===== src/hw/clock_cfg_pkg.sv =====
/*
 * Constants for the clock configuration register slice: serial
 * frame layout, register offsets, field positions, masks and resets.
 * Assumes 8-bit registers behind a 15-bit register address.
 */
package clock_cfg_pkg;
  // ----------------------------------------------------------------
  // serial frame
  // ----------------------------------------------------------------
  localparam int ADDR_W = 15;
  localparam int DATA_W = 8;
  localparam int INSTR_BITS = 16;
  localparam int FRAME_BITS = 24;
  localparam int RW_BIT = 15;
  localparam logic [4:0] CNT_INSTR_DONE = 5'h10;
  localparam logic [4:0] CNT_LAST = 5'h17;
  localparam logic [4:0] CNT_FULL = 5'h18;

  // ----------------------------------------------------------------
  // register offsets
  // ----------------------------------------------------------------
  localparam logic [14:0] OFF_DUTY = 15'h0082;
  localparam logic [14:0] OFF_CROSS = 15'h0083;
  localparam logic [14:0] OFF_REFCLK = 15'h0084;
  localparam logic [14:0] OFF_SYNC_HI = 15'h0088;
  localparam logic [14:0] OFF_SYNC_LO = 15'h0089;
  localparam logic [14:0] OFF_DLL_PWR = 15'h0090;
  localparam logic [14:0] OFF_DLL_CTRL = 15'h0091;

  // ----------------------------------------------------------------
  // writable bit masks; other bits are reserved
  // ----------------------------------------------------------------
  localparam logic [7:0] MASK_DUTY = 8'h1F;
  localparam logic [7:0] MASK_CROSS = 8'h8F;
  localparam logic [7:0] MASK_REFCLK = 8'h31;
  localparam logic [7:0] MASK_SYNC_HI = 8'h0F;
  localparam logic [7:0] MASK_SYNC_LO = 8'hFF;
  localparam logic [7:0] MASK_DLL_PWR = 8'h1F;
  localparam logic [7:0] MASK_DLL_CTRL = 8'hC0;

  // ----------------------------------------------------------------
  // reset values
  // ----------------------------------------------------------------
  localparam logic [7:0] RST_DUTY = 8'h00;
  localparam logic [7:0] RST_CROSS = 8'h80;
  localparam logic [7:0] RST_REFCLK = 8'h00;
  localparam logic [7:0] RST_SYNC_HI = 8'h00;
  localparam logic [7:0] RST_SYNC_LO = 8'h00;
  localparam logic [7:0] RST_DLL_PWR = 8'h1F;
  localparam logic [7:0] RST_DLL_CTRL = 8'hC0;

  // ----------------------------------------------------------------
  // field positions
  // ----------------------------------------------------------------
  localparam int DUTY_SIGN_BIT = 4;
  localparam int CROSS_EN_BIT = 7;
  localparam int REF_PD_BIT = 0;
  localparam int REF_RATE_LSB = 4;
  localparam int HYSTERESIS_ON_BIT = 3;
  localparam int RISE_BIT = 2;
  localparam int DELAY_LOOP_POWER_BIT = 0;
  localparam int COARSE_XC_BIT = 1;
  localparam int COARSE_DC_BIT = 2;
  localparam int FINE_XC_BIT = 3;
  localparam int FINE_DC_BIT = 4;
  localparam int TRACK_ERR_BIT = 7;
  localparam int SEARCH_ERR_BIT = 6;

  typedef enum logic [1:0] {
    RATE_1X = 2'h0,
    RATE_2X = 2'h1,
    RATE_4X = 2'h2,
    RATE_OFF = 2'h3
  } ref_rate_t;
endpackage


===== src/hw/reg_access_if.sv =====
/*
 * Register access carrier between the serial port front end and the
 * register file. Assumes one clock shared by both ends.
 */
`timescale 1ns/1ns
interface reg_access_if;
  logic wr_pulse;
  logic [14:0] addr;
  logic [7:0] wdata;
  logic [7:0] rdata;

  modport front (output wr_pulse, output addr, output wdata,
                 input rdata);
  modport regs (input wr_pulse, input addr, input wdata,
                output rdata);
endinterface


===== src/hw/cfg_serial_port.sv =====
/*
 * Configuration serial port front end: 16-bit instruction (read flag
 * then 15-bit address) followed by one data byte, MSB first.
 * Assumes sclk, sdi and cs_n are synchronous to clk_sys and slow.
 */
`timescale 1ns/1ns
module cfg_serial_port
  import clock_cfg_pkg::*;
(
  input wire logic clk_sys, // system clock
  input wire logic rst_n, // async reset, active low
  input wire logic sclk, // serial clock, sampled
  input wire logic sdi, // serial data in
  input wire logic cs_n, // frame select, active low
  output logic sdo, // serial data out
  output logic sdo_oe_n, // sdo drive enable, active low
  reg_access_if.front bus // register access
);
  logic sclk_q;
  logic [4:0] cnt;
  logic [15:0] instr;
  logic [7:0] wr_sh;
  logic [7:0] rd_sh;
  logic wr_q;

  wire rise = !cs_n && sclk && !sclk_q;
  wire fall = !cs_n && !sclk && sclk_q;
  wire is_read = instr[RW_BIT];
  wire in_data = cnt >= CNT_INSTR_DONE;
  wire wr_go = rise && cnt == CNT_LAST && !is_read;

  assign bus.addr = instr[14:0];
  assign bus.wdata = wr_sh;
  assign bus.wr_pulse = wr_q;
  assign sdo = rd_sh[7];

  // ----------------------------------------------------------------
  // frame shifting
  // ----------------------------------------------------------------
  always_ff @(posedge clk_sys or negedge rst_n) begin
    if (!rst_n) begin
      sclk_q <= 1'b0;
      cnt <= 5'h00;
      instr <= 16'h0000;
      wr_sh <= 8'h00;
      wr_q <= 1'b0;
    end else begin
      sclk_q <= sclk;
      wr_q <= wr_go;
      if (cs_n) begin
        cnt <= 5'h00;
      end else if (rise && cnt != CNT_FULL) begin
        cnt <= cnt + 5'h01;
        if (!in_data) begin
          instr <= {instr[14:0], sdi};
        end else begin
          wr_sh <= {wr_sh[6:0], sdi};
        end
      end
    end
  end

  // ----------------------------------------------------------------
  // read data out, launched on falling sclk
  // ----------------------------------------------------------------
  always_ff @(posedge clk_sys or negedge rst_n) begin
    if (!rst_n) begin
      rd_sh <= 8'h00;
      sdo_oe_n <= 1'b1;
    end else begin
      sdo_oe_n <= !(!cs_n && is_read && in_data && cnt != CNT_FULL);
      if (fall && is_read && in_data) begin
        if (cnt == CNT_INSTR_DONE) begin
          rd_sh <= bus.rdata;
        end else begin
          rd_sh <= {rd_sh[6:0], 1'b0};
        end
      end
    end
  end
endmodule


===== src/hw/dac_clock_config_regs.sv =====
/*
 * Clock path configuration registers: duty offset, crossing point,
 * reference clock rate and power-down, sync receiver options and
 * delay-locked-loop enables and error policies.
 * Assumes software reaches it over the configuration serial port.
 */
//
// Contract
// [RULE1] The duty offset is a five-bit sign-magnitude code, sign on top, magnitude 0 to 15.
// [RULE2] Crossing control holds an enable at bit 7 resetting to one and a code in bits 3:0 resetting to zero.
// [RULE3] The reference rate field picks 1x, 2x, 4x or off for codes 00 to 11 and resets to 00.
// [RULE4] Reference control bit 0 powers the reference clock down when one and resets to zero.
// [RULE5] Sync control bit 3 turns receiver hysteresis on and resets to zero.
// [RULE6] Sync control bit 2 selects rising-edge sampling and resets to zero.
// [RULE7] The ten-bit hysteresis amount has bits 9:8 in the first sync register and 7:0 in the second.
// [RULE8] Loop power bit 0 powers down the loop, controller and digital clock and resets to one.
// [RULE9] Loop power bits 4 to 1 enable fine duty, fine cross, coarse duty and coarse cross, all resetting to one.
// [RULE10] Loop control bit 7 restarts on a tracking error when one and resets to one.
// [RULE11] Loop control bit 6 retries the search after an error when one and resets to one.
// [RULE12] Reserved bits read zero and ignore writes.
`timescale 1ns/1ns
module dac_clock_config_regs
  import clock_cfg_pkg::*;
(
  input wire logic clk_sys, // system clock
  input wire logic rst_n, // async reset, active low
  input wire logic sclk, // serial clock
  input wire logic sdi, // serial data in
  input wire logic cs_n, // serial frame select, active low
  output logic sdo, // serial data out
  output logic sdo_oe_n, // sdo drive enable, active low
  output logic duty_offset_negative, // duty offset sign
  output logic [3:0] duty_offset_magnitude, // duty offset size
  output logic crossing_adjust_on, // crossing adjust enable
  output logic [3:0] crossing_point_code, // crossing point
  output clock_cfg_pkg::ref_rate_t refclk_rate, // reference rate
  output logic refclk_gated, // rate code turns ref off
  output logic refclk_powerdown, // reference power-down
  output logic hysteresis_on, // sync hysteresis enable
  output logic sync_rising_edge_select, // sample on rising edge
  output logic [9:0] hysteresis_amount, // hysteresis amount
  output logic delay_loop_powerdown, // loop power-down
  output logic fine_line_duty_fix_on, // fine duty correction
  output logic fine_line_cross_on, // fine cross control
  output logic coarse_line_duty_fix_on, // coarse duty correction
  output logic coarse_line_cross_on, // coarse cross control
  output logic track_error_restart, // restart on track error
  output logic search_error_retry // retry on search error
);
  import clock_cfg_pkg::*;

  reg_access_if bus ();

  logic [7:0] duty_offset;
  logic [7:0] clock_crossing_control;
  logic [7:0] reference_clock_control;
  logic [7:0] sync_input_control_high;
  logic [7:0] sync_hysteresis_low;
  logic [7:0] delay_loop_power;
  logic [7:0] delay_loop_control;

  function automatic logic [7:0] masked(input logic [7:0] v,
                                        input logic [7:0] m);
    masked = v & m;
  endfunction

  // ----------------------------------------------------------------
  // serial port front end
  // ----------------------------------------------------------------
  cfg_serial_port u_port (
    .clk_sys(clk_sys),
    .rst_n(rst_n),
    .sclk(sclk),
    .sdi(sdi),
    .cs_n(cs_n),
    .sdo(sdo),
    .sdo_oe_n(sdo_oe_n),
    .bus(bus.front)
  );

  // ----------------------------------------------------------------
  // write decode
  // ----------------------------------------------------------------
  wire wr_duty = bus.wr_pulse && bus.addr == OFF_DUTY;
  wire wr_cross = bus.wr_pulse && bus.addr == OFF_CROSS;
  wire wr_ref = bus.wr_pulse && bus.addr == OFF_REFCLK;
  wire wr_sync_hi = bus.wr_pulse && bus.addr == OFF_SYNC_HI;
  wire wr_sync_lo = bus.wr_pulse && bus.addr == OFF_SYNC_LO;
  wire wr_pwr = bus.wr_pulse && bus.addr == OFF_DLL_PWR;
  wire wr_ctrl = bus.wr_pulse && bus.addr == OFF_DLL_CTRL;

  // ----------------------------------------------------------------
  // register storage
  // ----------------------------------------------------------------
  always_ff @(posedge clk_sys or negedge rst_n) begin
    if (!rst_n) begin
      duty_offset <= RST_DUTY; // [RULE1]
      clock_crossing_control <= RST_CROSS; // [RULE2]
      reference_clock_control <= RST_REFCLK; // [RULE3] [RULE4]
      sync_input_control_high <= RST_SYNC_HI; // [RULE5] [RULE6]
      sync_hysteresis_low <= RST_SYNC_LO; // [RULE7]
      delay_loop_power <= RST_DLL_PWR; // [RULE8] [RULE9]
      delay_loop_control <= RST_DLL_CTRL; // [RULE10] [RULE11]
    end else begin
      if (wr_duty) begin
        duty_offset <= masked(bus.wdata, MASK_DUTY); // [RULE12]
      end
      if (wr_cross) begin
        clock_crossing_control <= masked(bus.wdata, MASK_CROSS);
      end
      if (wr_ref) begin
        reference_clock_control <= masked(bus.wdata, MASK_REFCLK);
      end
      if (wr_sync_hi) begin
        sync_input_control_high <= masked(bus.wdata, MASK_SYNC_HI);
      end
      if (wr_sync_lo) begin
        sync_hysteresis_low <= masked(bus.wdata, MASK_SYNC_LO);
      end
      if (wr_pwr) begin
        delay_loop_power <= masked(bus.wdata, MASK_DLL_PWR);
      end
      if (wr_ctrl) begin
        delay_loop_control <= masked(bus.wdata, MASK_DLL_CTRL);
      end
    end
  end

  // ----------------------------------------------------------------
  // read mux; unmapped offsets read zero
  // ----------------------------------------------------------------
  always_comb begin
    case (bus.addr)
      OFF_DUTY: bus.rdata = duty_offset;
      OFF_CROSS: bus.rdata = clock_crossing_control;
      OFF_REFCLK: bus.rdata = reference_clock_control;
      OFF_SYNC_HI: bus.rdata = sync_input_control_high;
      OFF_SYNC_LO: bus.rdata = sync_hysteresis_low;
      OFF_DLL_PWR: bus.rdata = delay_loop_power;
      OFF_DLL_CTRL: bus.rdata = delay_loop_control;
      default: bus.rdata = 8'h00;
    endcase
  end

  // ----------------------------------------------------------------
  // field outputs
  // ----------------------------------------------------------------
  assign duty_offset_negative = duty_offset[DUTY_SIGN_BIT]; // [RULE1]
  assign duty_offset_magnitude = duty_offset[3:0]; // [RULE1]
  assign crossing_adjust_on = clock_crossing_control[CROSS_EN_BIT]; // [RULE2]
  assign crossing_point_code = clock_crossing_control[3:0]; // [RULE2]
  assign refclk_rate =
    ref_rate_t'(reference_clock_control[REF_RATE_LSB +: 2]); // [RULE3]
  assign refclk_gated = refclk_rate == RATE_OFF; // [RULE3]
  assign refclk_powerdown = reference_clock_control[REF_PD_BIT]; // [RULE4]
  assign hysteresis_on = sync_input_control_high[HYSTERESIS_ON_BIT]; // [RULE5]
  assign sync_rising_edge_select =
    sync_input_control_high[RISE_BIT]; // [RULE6]
  assign hysteresis_amount =
    {sync_input_control_high[1:0], sync_hysteresis_low}; // [RULE7]
  assign delay_loop_powerdown = delay_loop_power[DELAY_LOOP_POWER_BIT]; // [RULE8]
  assign fine_line_duty_fix_on = delay_loop_power[FINE_DC_BIT]; // [RULE9]
  assign fine_line_cross_on = delay_loop_power[FINE_XC_BIT]; // [RULE9]
  assign coarse_line_duty_fix_on =
    delay_loop_power[COARSE_DC_BIT]; // [RULE9]
  assign coarse_line_cross_on = delay_loop_power[COARSE_XC_BIT]; // [RULE9]
  assign track_error_restart =
    delay_loop_control[TRACK_ERR_BIT]; // [RULE10]
  assign search_error_retry =
    delay_loop_control[SEARCH_ERR_BIT]; // [RULE11]
endmodule


===== config.mk =====
export PLATFORM = sky130hd
export DESIGN_NAME = dac_clock_config_regs
export DESIGN_NICKNAME = d
export VERILOG_FILES = /design/src/hw/clock_cfg_pkg.sv /design/src/hw/reg_access_if.sv /design/src/hw/cfg_serial_port.sv /design/src/hw/dac_clock_config_regs.sv
export SDC_FILE = /design/constraint.sdc
export NUM_CORES = 1
export LEC_CHECK = 0
export BUFFER_PORTS_ARGS = -buffer_cell sky130_fd_sc_hd__buf_2
export CORE_UTILIZATION = 40
export DETAILED_ROUTE_END_ITERATION = 8
export PLACE_DENSITY = 0.68
export SLEW_MARGIN = 20
export SYNTH_ARGS = -nofsm -noshare
export SYNTH_HDL_FRONTEND = slang
export SYNTH_SLANG_ARGS = --single-unit

===== constraint.sdc =====
create_clock -name clk_sys -period 1.9 [get_ports clk_sys]
set_clock_uncertainty 0.2 [all_clocks]
set_input_delay 0.19 -clock clk_sys [delete_from_list [all_inputs] [get_ports clk_sys]]
set_output_delay 0.19 -clock clk_sys [all_outputs]
set_load 0.005 [all_outputs]

Yosys cells after proc, flatten, opt, wreduce, memory -nomap -nowiden. Index checks and enable logic that the tools add are counted.

Flip-flop bits (word level): 72. Bits of input ports: 5. Output and inout bits: 35. Logic and storage cells: 60.

Add/sub/neg operators: 1. Order comparisons: 1. Eq/ne operators: 11. Muxes and demuxes: 4. Bitwise operators: 2. Reduce and logical (&&, ||, !) cells: 27.

Operator list (count): equality test 15 x 8 -> 1 bit (second input constant) (7); one-hot mux 8 bit (7 select lines) (1); logical AND 1 bit (19); equality test 5 bit (second input constant) (2); two-way mux 5 bit (2); two-way mux 8 bit (1); AND reduction 3 bit (2); adder 5 x 1 -> 5 bit (second input constant) (1); >= comparator 5 bit (second input constant) (1); zero test 1 bit (5); != test 5 bit (second input constant) (1); equality test 2 bit (second input constant) (1); NOT 1 bit (2); nonzero test 2 bit (1).

Depth between registers and ports, before layout.
Depth in word-level cells: 6. Gate-level depth with buffers: 7. Gate-level depth less buffers: 7.

Hierarchy. Synthesis repeated with hierarchy kept, for this count alone.

Cell total of the unflattened synthesis: 263. Area total of the unflattened synthesis: 3577.2 um^2.

By module, submodules not included: cfg_serial_port (times used 1, cells an instance 128, area each 1884.3 um^2); dac_clock_config_regs (times used 1, cells an instance 135, area each 1692.9 um^2).

Least setup slack after synthesis. Ideal clock, no wire load.

Path kind: register -> register. From: register u_port.instr[10]. To: register sync_hysteresis_low[0]. Setup time: 0.125 ns. Data arrival time: 1.732 ns. Data required time: 1.575 ns. Path slack: -0.157 ns. Cell stages (with the launch flop): 6. Path buffers: 0. Period minus slack after synthesis: 2.057 ns. Path through: dfrtp_1 nor4_4 nand3_2 nor3b_4 nand2_2 mux2_2.

Word-level cells in the longest chain between the ends: 2.

Ends and longest elaborated chain: from (decl) (line cfg_serial_port.sv:21) `logic [15:0] instr;`; from (signal assigned) (line cfg_serial_port.sv:55) `instr <= {instr[14:0], sdi};`; equality test 15 x 8 -> 1 bit (line dac_clock_config_regs.sv:88) `wire wr_sync_lo = bus.wr_pulse && bus.addr == OFF_SYNC_LO;`; logical AND 1 bit (line dac_clock_config_regs.sv:88); to (signal assigned) (line dac_clock_config_regs.sv:118) `sync_hysteresis_low <= masked(bus.wdata, MASK_SYNC_LO);`; to (decl) (line dac_clock_config_regs.sv:58) `logic [7:0] sync_hysteresis_low;`.

Every way passes these cells. A chain may end at the register's enable or synchronous reset.

Worst setup path after layout.
From: register u_port.instr[10]. To: register clock_crossing_control[0].

Word-level cells in the longest chain between the ends: 2.

Ends and longest elaborated chain: equality test 15 x 8 -> 1 bit (line dac_clock_config_regs.sv:85) `wire wr_cross = bus.wr_pulse && bus.addr == OFF_CROSS;`; logical AND 1 bit (line dac_clock_config_regs.sv:85); to (signal assigned) (line dac_clock_config_regs.sv:109) `clock_crossing_control <= masked(bus.wdata, MASK_CROSS);`; to (decl) (line dac_clock_config_regs.sv:55) `logic [7:0] clock_crossing_control;`.

Every way passes these cells.

==> summary.md <==
| Metric | Value |
|---|---|
| Synth top area share | about 46% |
| Final period util | 107% |
| Failing checks | setup timing |
| Non-Filler Instances | ~470 |
| Routed vias/inst | 5.38 |
| Worst-margin pin slew | between 0.3 and 0.4 ns |
| Cts bufs inserted | 9 |
| Largest net degree at the start of global routing | 73 |
| Crit-path max cell delay | between 0.4 and 0.5 ns |
| Vias in the first global route | 2586 |
| Synth-to-layout area growth | 30.2% |
| Design Power | approximately 3.9 mW |
| Diode count | 0 |
| Post-synth top flop | dfrtp_1 |
| EDFF count, synth | 0 |
| Maximum VDD drop | about 670 µV |
| Root Buffer | clkbuf_8 |
| Delay-heaviest family, CP | simple AND/OR/NAND/NOR gates |
| Post-synthesis sequential area ratio | about 52% |
| CP Depth | 6 |
| Area of placed instances | 4080 µm² |
| Fin nets | 369 |
| Yosys reg bits | between 70 and 80 |
| CTS tree | yes |
| DRC violations left | 0 |
| Post-Synth XOR/XNOR Area | less than 1% |
| Vias | about 2500 |
| Post-DRT Antenna Nets | 0 |
| Final Setup Violations | 33 |
| CP startpoint | u_port.instr[10] |
| Finished Cell Area | 4500 µm² |
| Cell accounting for the most synthesized area | dfrtp_1 |
| Count leader, synth | dfrtp_1 |
| Number of H-tree levels | 3 |
| Async set or reset register ratio after synthesis | 100% |
| Register area | 1820 µm² |
| Fill cells | ~710 |
| Req. time, crit path | between 1.5 and 2 ns |
| Layout cells sized above 1 | between 50% and 60% |
| Initial core utilization | 41.7% |
| Syn avg cell area | approximately 13 µm² |
| RD Place Congestion | between 0.8 and 0.9 |
| Ys Warns | 0 |
| Crit end category | register |
| Worst Hold Launch | cs_n |
| Worst-Skew Late Latency | between 0.3 and 0.4 ns |
| Largest family of logic cells by synthesized area | multiplexers |
| Util after Layout | between 50% and 60% |
| Final hold vios | 0 |
| Sequence of cells on the critical path | nor4_4, nand3_2, nor3b_4, buf_12, nand4_4, mux2_2 |
| Initial DRC count | around 130 |
| Final WL | a little under 8 mm |
| WS Path Type | reg2reg |
| Syn Inst Count | 270 |
| R2R cell count | 6 |
| Worst r2r src | u_port.instr[10] |
| Pwr Density | around 860 nW/µm² |
| Cell Area, Synth | about 3500 µm² |
| Row count | 33 |
| DP Worst Slack | -0.142 ns |
| Post-synthesis cell type count | 54 |
| First-pass iteration count of the detailed router | 4 |
| Slew headroom | 74.3% |
| Startpoint class of the critical path | register |
| Synth Area in Adders | less than 1% |
| TritonCTS Sinks | 72 |
| Dpl cells | about 450 |
| CP Max Fanout | 5 |
| # IOs | 40 |
| RSZ-0062 raised after global routing | true |
| Gr ovfl total | 0 |
| Syn Nets | 277 |
| Slowest-stage cell, CP | dfrtp_1 |
| Mux cell area share after synthesis | 19.2% |
| Hold depth | 3 |
| Port-buffer cells | 39 |
| Dpl hpwl | 5.54 mm |
| Synth top cells by count | 63 x dfrtp_1, 58 x mux2_2, 16 x nand2_1 |
| Area of the die | 9020 µm² |
| Clock-pin slew of the registers on the worst-case setup and hold paths | around 0.08 ns |
| Longest Clk Path Bufs | 2 |
| Leak | between 2 and 2.5 nW |
| Synth area leaders | dfrtp_1 46%, mux2_2 19%, dfstp_2 6.8% |
| DR WL/cell | roughly 17 µm |
| Status | finished, violations left |
| Initial antenna violation count | 0 |
| Core Footprint | 8300 µm² |
| First-pass GRT wire length | about 13 mm |
| Worst min path class | in2reg |
| Die X | 95.0 µm |
| Maxcap violations | 0 |
| Gr usage total | about a fifth |
| Area of the multi-input gates | approximately 1700 µm² |
| Buf+Inv Stages, Crit Path | 1 |
| Fin. max-slew vios | 0 |
| Post-synthesis simple-gate area fraction | between 10% and 20% |
| FMAX | 494 MHz |
| Die height | between 90 and 100 µm |
| Worst Setup Slack, final | -0.126 ns |
| Compound-cell area share of the yosys netlist | about 8.2% |
| Critical Path AT | a little over 2 ns |
| Minimum clock period | around 2 ns |
[state kept, by name (all words and copies together), names as in the netlist]
| signal | flops |
|---|---|
| clock_crossing_control | 5 |
| u_port.bus.wdata | 8 |
| delay_loop_power | 5 |
| u_port.cnt | 5 |
| delay_loop_control | 2 |
| duty_offset | 5 |
| u_port.sdo_oe_n | 1 |
| u_port.bus.wr_pulse | 1 |
| sync_input_control_high | 4 |
| u_port.instr | 16 |
| u_port.sclk_q | 1 |
| u_port.rd_sh | 8 |
| reference_clock_control | 3 |
| sync_hysteresis_low | 8 |
[routing by layer]
metal | vias up | share of wire, % | track usage (%) | routed length (µm)
met5 | - | 0 | 0 | 0
met4 | 0 | 2.0 | 8.33 | 160
met3 | 15 | 3.3 | 4.11 | 262
met2 | 43 | 47 | 30.2 | 3770
met1 | 1288 | 47 | 26.7 | 3760
li1 | 1191 | - | - | -
[power breakdown]
| part | internal (mW) | switching, mW | leakage (nW) | total [mW] |
|---|---|---|---|---|
| Sequential | 1.63 | 0.135 | 0.954 | 1.76 |
| Clock | 0.640 | 0.573 | 0.0993 | 1.21 |
| Combinational | 0.467 | 0.412 | 1.16 | 0.878 |
[per-stage QoR]
stage	hold WS [ns]	setup TNS [ns]
2_1_floorplan	-0.306	-3.05
3_3_place_gp	0.0440	-2.52
3_5_place_dp	0.0462	-3.12
4_1_cts	0.00244	-3.30
5_1_grt	0.0330	-5.20
6_report	0.0137	-2.21
[cells in the final DEF, fill, tap and decap left out, types with 3 or more instances in the layout]
| master | instances |
|---|---|
| a21o_1 | 3 |
| a21oi_1 | 8 |
| a32o_1 | 7 |
| buf_12 | 3 |
| buf_2 | 39 |
| buf_4 | 44 |
| buf_6 | 3 |
| clkbuf_8 | 10 |
| dfrtp_1 | 60 |
| dfrtp_2 | 3 |
| dfstp_2 | 9 |
| dlygate4sd3_1 | 4 |
| mux2_2 | 55 |
| mux2_4 | 3 |
| nand2_1 | 14 |
| nand2_4 | 4 |
| nand3_2 | 3 |
| nand4_1 | 3 |
| nor2_1 | 13 |
| nor3b_1 | 5 |
| nor4b_1 | 3 |
| o21ai_0 | 8 |
| xor2_1 | 3 |
[cell families after synthesis]
kind of cell | after synthesis
fa+ha+maj | 2
xor+xnor | 3
buf+inv | 14
compound gates | 42
mux | 59
flops | 72
simple gates | 78
[final timing paths]
path	end	slack [ns]
max reg2reg	clock_crossing_control[0]	-0.13
min	u_port.sdo_oe_n	0.01
min reg2reg	u_port.rd_sh[0]	0.29
max	clock_crossing_control[0]	-0.13
max in group asynchronous	delay_loop_control[6]	0.97
min in group asynchronous	duty_offset[1]	0.19
[cell type report]
cell class,instances,share of cell area [%]
Clock buffer,11,3.14
Tap cell,105,2.92
Inverter,2,0.167
Sequential cell,72,40.3
Clock inverter,5,1.25
Multi-Input combinational cell,184,37.6
Timing Repair Buffer,93,14.6
[worst reg2reg max path, delay by kind of cell (launching register included)]
family | cells | cell delay, ns
buf+inv | 1 | 0.16
mux | 1 | 0.32
simple gates | 4 | 0.84
flops | 1 | 0.41
[timing repair]
action,4_1_cts,5_1_grt
pin swaps,12,6
endpoints found under the hold margin,78,0
setup buffers,3,4
setup endpoints to repair,42,51
hold buffers,4,0
resized for setup,17,20
Note: power is estimated with default switching activity, not from simulation.
